<file path="config.mk">
export PLATFORM = sky130hd
export DESIGN_NAME = fspc_top
export DESIGN_NICKNAME = d
export VERILOG_FILES = /design/src/fspc_pkg.sv /design/src/fspc_top.sv
export VERILOG_INCLUDE_DIRS = /design/src /design/src/src
export SDC_FILE = /design/constraint.sdc
export NUM_CORES = 1
export LEC_CHECK = 0
export BUFFER_PORTS_ARGS = -buffer_cell sky130_fd_sc_hd__buf_4
export CORE_MARGIN = 5
export CORE_UTILIZATION = 54
export DETAILED_ROUTE_END_ITERATION = 8
export PLACE_DENSITY = 0.76
export SYNTH_ARGS = -nofsm -noshare
export SYNTH_HDL_FRONTEND = slang
export SYNTH_SLANG_ARGS = --single-unit
</file>
<file path="constraint.sdc">
create_clock -name mclk -period 2.1 [get_ports mclk]
set_input_delay 0 -clock mclk [delete_from_list [all_inputs] [get_ports mclk]]
set_output_delay 0 -clock mclk [all_outputs]
set_load 0.1 [all_outputs]
</file>
<file path="src/fspc_defs.svh">
`ifndef FSPC_DEFS_SVH
`define FSPC_DEFS_SVH
//
// Contract
// - watch five faults; any one raises the alarm.
// - alarm flag either self-clears with the fault or stays latched.
// - level sequence mode holds up to 16 elements of 14 bits.
// - parallel mode output follows each code transfer on the bus.
// - armed protection shuts the device down on alarm; code does so only while the sleep bit is 1 and min_alarm_cycles is not 0.
// - disarmed protection ignores alarms, no shutdown from them.
// - alarm is immediate; shutdown only after adjustable minimum duration.
// - shutdown on user pulse of shutdown pin or long alarm.
// - release pin pulsed high then low exits shutdown.
// - restart bit written high then low exits shutdown.
// - sleep bit 0 enters sleep, 1 leaves; not latching.
// - sleep overrides every shutdown pin request.
// - shutdown pin is bidirectional, active high, input and indication.
// - each strobe in sequence mode steps to next stored level; code refuses a strobe while both buffer slots are full.
// - each strobe in parallel mode applies the 14-bit bus code; code refuses a strobe while both buffer slots are full.
`define FSPC_NUM_FAULTS 5
`define FSPC_CODE_W 14
`define FSPC_DEPTH 16
`define FSPC_PTR_W 4
`define FSPC_DUR_W 16
`define FSPC_DUR_DEFAULT 16'h0064
`define FSPC_FLT_SRC_OC 0
`define FSPC_FLT_SNK_OC 1
`define FSPC_FLT_POS_OV 2
`define FSPC_FLT_NEG_OV 3
`define FSPC_FLT_OT 4
`endif

</file>
<file path="src/fspc_pkg.sv">
package fspc_pkg;
  `include "fspc_defs.svh"
  typedef enum logic {
    FSPC_MODE_SEQ,
    FSPC_MODE_PAR
  } fspc_mode_type;
  typedef enum logic [1:0] {
    FSPC_RUN,
    FSPC_SDN,
    FSPC_SDN_REL
  } fspc_st_type;
  typedef struct packed {
    logic [`FSPC_PTR_W-1:0] addr;
    logic [`FSPC_CODE_W-1:0] code;
  } fspc_wr_type;
  typedef struct packed {
    logic [`FSPC_CODE_W-1:0] d0;
    logic [`FSPC_CODE_W-1:0] d1;
    logic [1:0] cnt;
    logic [`FSPC_PTR_W-1:0] ptr;
    logic [`FSPC_NUM_FAULTS-1:0] alarm;
    logic [`FSPC_DUR_W-1:0] dur;
    fspc_st_type st;
    logic restart_seen;
    logic pin_low_seen;
    logic pin_prev;
    logic rel_prev;
  } fspc_state_type;
endpackage : fspc_pkg

</file>
<file path="src/fspc_top.sv">
`timescale 1ns/1ps
`include "fspc_defs.svh"
module fspc_top #(
  parameter int DEPTH = `FSPC_DEPTH
) (
  input wire logic mclk,
  input wire logic rst_n,
  input wire logic [`FSPC_NUM_FAULTS-1:0] fault_in,
  input wire logic alarm_latch_en,
  input wire logic alarm_clear,
  input wire logic armed,
  input wire logic [`FSPC_DUR_W-1:0] min_alarm_cycles,
  input wire fspc_pkg::fspc_mode_type mode,
  input wire logic pat_wr,
  input wire fspc_pkg::fspc_wr_type pat_wr_data,
  input wire logic [`FSPC_PTR_W-1:0] pat_last,
  input wire logic [`FSPC_CODE_W-1:0] parallel_code_bus,
  input wire logic update_strobe,
  input wire logic driver_restart_bit,
  input wire logic driver_sleep_bit,
  input wire logic shutdown_release_pin,
  input wire logic shutdown_io_pin_i,
  input wire logic shutdown_io_pin_oe_n_ext,
  output logic shutdown_io_pin_o,
  output logic shutdown_io_pin_oe,
  output logic [`FSPC_NUM_FAULTS-1:0] alarm_flags,
  output logic alarm_any,
  output logic in_shutdown,
  output logic in_sleep,
  output logic out_enable,
  output logic out_valid,
  input wire logic out_ready,
  output logic [`FSPC_CODE_W-1:0] out_code,
  output logic strobe_ready
);
  import fspc_pkg::*;

  // ****************************************
  // pattern memory
  // ****************************************
  logic [`FSPC_CODE_W-1:0] mem_q [DEPTH];
  // host writes whenever it likes; a write during stepping is its own risk
  always_ff @(posedge mclk) begin
    if (pat_wr) begin
      mem_q[pat_wr_data.addr] <= pat_wr_data.code;
    end
  end

  // ****************************************
  // state
  // ****************************************
  fspc_state_type s_q, s_d;
  logic strobe_take, pin_req, pin_low_now, rel_fall, rst_fall;
  logic [`FSPC_CODE_W-1:0] new_code;

  // pin request: external high level while this device is not driving the pin
  assign pin_req = shutdown_io_pin_i & ~shutdown_io_pin_oe;
  // taken from the host's own pull-down flag, not the resolved wire,
  // so the output enable never loops back through the wire level
  assign pin_low_now = ~shutdown_io_pin_oe_n_ext;
  assign rel_fall = s_q.rel_prev & ~shutdown_release_pin;
  assign rst_fall = s_q.restart_seen & ~driver_restart_bit;
  // buffer stalls the strobe only when both slots hold words
  assign strobe_ready = (s_q.cnt != 2'd2);
  assign strobe_take = update_strobe & strobe_ready;
  // sequence reads stored level, parallel takes bus
  assign new_code = (mode == FSPC_MODE_SEQ) ? mem_q[s_q.ptr] :
                    parallel_code_bus;

  // next state
  always_comb begin
    s_d = s_q;
    s_d.rel_prev = shutdown_release_pin;
    s_d.pin_prev = shutdown_io_pin_i;
    // alarms: set wins over clear
    for (int i = 0; i < `FSPC_NUM_FAULTS; i++) begin
      if (fault_in[i]) begin
        s_d.alarm[i] = 1'b1;
      end else if (!alarm_latch_en || alarm_clear) begin
        s_d.alarm[i] = 1'b0;
      end
    end
    // duration counter runs while any fault is present and armed
    if (armed && (|fault_in)) begin
      if (s_q.dur != {`FSPC_DUR_W{1'b1}}) begin
        s_d.dur = s_q.dur + 1'b1;
      end
    end else begin
      s_d.dur = '0;
    end
    if (driver_restart_bit) begin
      s_d.restart_seen = 1'b1;
    end else begin
      s_d.restart_seen = 1'b0;
    end
    if (pin_low_now) begin
      s_d.pin_low_seen = 1'b1;
    end
    // shutdown state machine
    case (s_q.st)
      FSPC_RUN: begin
        s_d.pin_low_seen = 1'b0;
        if (driver_sleep_bit && (pin_req ||
            (armed && s_q.dur >= min_alarm_cycles &&
             min_alarm_cycles != '0))) begin
          s_d.st = FSPC_SDN;
        end
      end
      FSPC_SDN: begin
        if (rel_fall || rst_fall) begin
          s_d.st = FSPC_SDN_REL;
        end else if (s_q.pin_low_seen && !pin_low_now) begin
          s_d.st = FSPC_SDN_REL;
        end
      end
      FSPC_SDN_REL: begin
        // one cycle gap so the driven indication drops before rechecking
        s_d.st = FSPC_RUN;
        s_d.dur = '0;
      end
      default: begin
        s_d.st = FSPC_RUN;
      end
    endcase
    // output buffer: pop then push
    if (s_q.cnt != 2'd0 && out_ready) begin
      s_d.d0 = s_q.d1;
      s_d.cnt = s_q.cnt - 2'd1;
    end
    if (strobe_take) begin
      if (s_d.cnt == 2'd0) begin
        s_d.d0 = new_code;
      end else begin
        s_d.d1 = new_code;
      end
      s_d.cnt = s_d.cnt + 2'd1;
      if (mode == FSPC_MODE_SEQ) begin
        if (s_q.ptr >= pat_last) begin
          s_d.ptr = '0;
        end else begin
          s_d.ptr = s_q.ptr + 1'b1;
        end
      end
    end
    if (!rst_n) begin
      s_d = '0;
      s_d.st = FSPC_SDN;
    end
  end

  // registers
  always_ff @(posedge mclk) begin
    s_q <= s_d;
  end

  // ****************************************
  // outputs
  // ****************************************
  assign alarm_flags = s_q.alarm;
  assign alarm_any = |s_q.alarm;
  assign in_sleep = ~driver_sleep_bit;
  assign in_shutdown = (s_q.st == FSPC_SDN);
  assign out_enable = ~in_shutdown & driver_sleep_bit;
  // drive high to indicate shutdown while the host is not pulling low, float otherwise
  assign shutdown_io_pin_oe = (s_q.st == FSPC_SDN) && !pin_low_now;
  assign shutdown_io_pin_o = 1'b1;
  assign out_valid = (s_q.cnt != 2'd0);
  assign out_code = s_q.d0;
endmodule : fspc_top

</file>
==> impl_metrics.ini <==
[power]
power.leakage_uw = 0.005286
powerDensity_mw_per_mm2 = 975.8
peakVddDrop_uv = 793.0

[final_layout]
drive_gt1_share_pct = 20.61
regArea_mm2 = 0.008011
final_cell_area_mm2 = 0.01483
layout.nets = 1095
syn_to_final_growth_pct = 20.66
fin_util_pct = 65.89
n_antenna_cell = 0
n_fill_cell = 1512
multiInputGateArea_mm2 = 0.003736

[sta]
finalHoldViolations = 0
fin_setup_tns_ns = 0
finClkSkew_ns = 0.01001
fin_crit_sh_pct = 95.47
rsz0062_at_grt = no
timing.final.ws_setup_ns = 0.09504
fin_crit_ns = 2.005
finalSetupViolations = 0
drv_slew = 0
slew-limit-headroom_pct = 62.28
clock.fmax_mhz = 498.8
worst_pin_slew_ns = 0.5615

[worst_setup_path]
crit_path_start_kind = flop
cp-startpoint = s_q[32]$_SDFF_PN0_
end_kind = flop
cp_data_required_time_ns = 2.52
critPathArrivalTime_ns = 2.42
path_class = flop to flop
critPathMaxFanout = 14
r2r_start = s_q[32]$_SDFF_PN0_

[placement]
port_buffers = 96
hpwlAfterDp_mm = 17.99
dp_slack_ns = 0.09959
dpl_cell_area_mm2 = 0.01336
place.gp.congestion = 0.7919

[drt]
highest_layer = met4
wl_per_cell_um = 22.05
vias = 7716
routed_wl_mm = 28.75
drtPass1Iterations = 5
route.met3.wl_mm = 2.442
ant_nets = 0
first_iter_violations = 662
met1_length_mm = 11.86
drc = 0
met2WireLength_mm = 13.95
viasPerCell = 5.917

[global_route]
grt_start_max_net_pins = 31
grt_pass1_vias = 7753
grt.overflow.total = 0
antenna_found_initial = 0
grt_usage_pct = 21.71
grt_pass1_wl_mm = 43.99

[die]
num_rows = 55
core_region_area_mm2 = 0.02250
dieArea_mm2 = 0.02587
io_pins = 98
die_h_um = 160.9
start_util_pct = 54.61
chipWidth_um = 160.9

[yosys]
synth_area_per_cell_um2 = 14.60
syn-instance-count = 842
synth_top_area_cell = edfxtp_1
synthFlopType = edfxtp_1
synthArstFlopShare_pct = 0
ys_top_cells_by_area = edfxtp_1, dfxtp_1, mux2i_1, ha_1, a22oi_1
synth_nets = 938
yosys_register_bits = 288
synth_cell_types = 54
synth_top_cell_area_share_pct = 54.73
yosysWarnings = 0
synth-edff-count = 224
syn_area_mm2 = 0.01229
yosysSeqAreaShare_pct = 65.16

[cts]
tritoncts = done
cts.sinks = 288
clock_latency_ns = 0.53
cts_buffer_depth = 3
h-tree-depth = 1
cts_root_buf = clkbuf_16
numCtsBuffers = 28
cts.clk_slew.worst_paths_ns = 0.06
postCtsSetupBuffers = 0

[min_path]
holdCritStartpoint = update_strobe
min_path_type = input port to flop

[job]
maxCapViolations = 0

[run_status]
status = completed
==> layer usage <==
metal,global-route usage (%),vias up
met4,5.312,0
met5,0,-
met2,35.92,321
li1,-,3572
met1,29.90,3784
met3,4.311,39
==> critical path, stage by stage, from the launching register on <==
cell and delay [ns]:
dfxtp_1 0.36, inv_1 0.05, ha_1 0.18, nand2b_1 0.21
xnor2_1 0.28, ha_1 0.22, nand2_1 0.07, buf_4 0.19
o32ai_1 0.32
==> layout by cell type (no fill, tap or decap), drive strengths merged, types with 3 or more instances in the layout <==
| master | instances |
|---|---|
| a211oi | 5 |
| a21o | 5 |
| a21oi | 30 |
| a221oi | 13 |
| a22o | 13 |
| a22oi | 30 |
| a31oi | 3 |
| and2 | 7 |
| and3 | 6 |
| and4 | 4 |
| buf | 138 |
| bufinv | 3 |
| clkbuf | 38 |
| clkinv | 10 |
| dfxtp | 64 |
| dlygate4sd3 | 51 |
| edfxtp | 224 |
| ha | 25 |
| inv | 31 |
| mux2i | 128 |
| nand2 | 19 |
| nand2b | 6 |
| nand3 | 18 |
| nand4 | 8 |
| nor2 | 35 |
| nor2b | 5 |
| nor3 | 12 |
| nor4 | 4 |
| o211ai | 3 |
| o21ai | 5 |
| o221ai | 15 |
| o31ai | 14 |
| o32ai | 15 |
| xnor2 | 5 |
| xor2 | 9 |
==> final timing paths <==
path	cells past startpoint	slack [ns]	end
setup reg to reg	8	0.1	out_code[13]$_SDFF_PN0_
setup / recovery	8	0.1	out_code[13]$_SDFF_PN0_
hold reg to reg	2	0.47	s_q[40]$_SDFFE_PN0P_
hold / removal	5	0.03	s_q[31]$_SDFF_PN0_
==> area by class of cell <==
| cell class | instances | share of cell area [%] |
|---|---|---|
| well taps | 285 | 2.405 |
| multi-input cells | 460 | 25.20 |
| inverters | 31 | 0.7847 |
| flip-flops and latches | 288 | 54.03 |
| repair buffers | 190 | 11.43 |
| clock buffers | 37 | 5.232 |
| clock inverters | 13 | 0.9198 |
==> per-stage QoR <==
stage / cells / hold WS [ns] / power, uW
finish: 1304 / 0.02518 / 14470
detailed placement: 1202 / 0.2186 / 9479
global route: 1304 / 0.02002 / 14970
floorplan: 842 / 0.09887 / 8852
CTS: 1303 / 0.004554 / 14480
global placement: 1202 / 0.2127 / 9435
==> synth_stat cells, types with 3 or more instances <==
cell type and instances:
mux2i_1 128, buf_6 6, a22o_1 13, and3_1 6
nor3_1 12, buf_4 26, o211ai_1 3, nand3_1 18
xnor2_1 5, nor2_1 34, a21oi_1 30, a22oi_1 30
o221ai_2 3, a31oi_1 3, nand2_1 19, ha_1 25
nor4_1 4, nand2b_1 6, and2_1 7, xor2_1 9
o221ai_1 12, nor2b_1 5, a21o_1 5, a211oi_1 5
edfxtp_1 224, nand4_1 7, clkbuf_4 3, buf_2 12
o21ai_0 5, dfxtp_1 64, and4_1 4, a221oi_2 13
buf_12 4, o31ai_1 14, o32ai_1 15, clkbuf_1 10
inv_1 31
==> sequential cells by signal, summed over array words and instances (netlist names), named ones only <==
name	count
alarm_flags	5
mem_q	224
s_q	41
out_code	14
==> where the power goes <==
part	leakage (uW)	switching [uW]	internal (uW)	total, uW
clock network	0.000446	2010	2950	4960
registers	0.00255	151	6440	6590
logic	0.00229	1980	944	2920
total	0.00529	4130	10300	14500
==> logic make-up (layout without fill, tap and decap cells) <==
group,after synthesis,after routing,share of synthesized area [%]
buffers and inverters,94,271,4.775
and+or+nand+nor,134,134,5.671
DFF,288,288,65.16
adders and majority gates,25,25,2.545
muxes,128,128,10.43
xor gates and xnor gates,14,14,0.9978
other,1,1,0.03051
AOI/OAI and AO/OA,158,158,10.40
==> timing repair <==
item / 4_1_cts / 5_1_grt
hold buffers: 51 / 0
gates resized for setup: 0 / 5
endpoints found under the setup margin: 0 / 15
endpoints found under the hold margin: 273 / 0
Power figures use the tool's default switching activity.
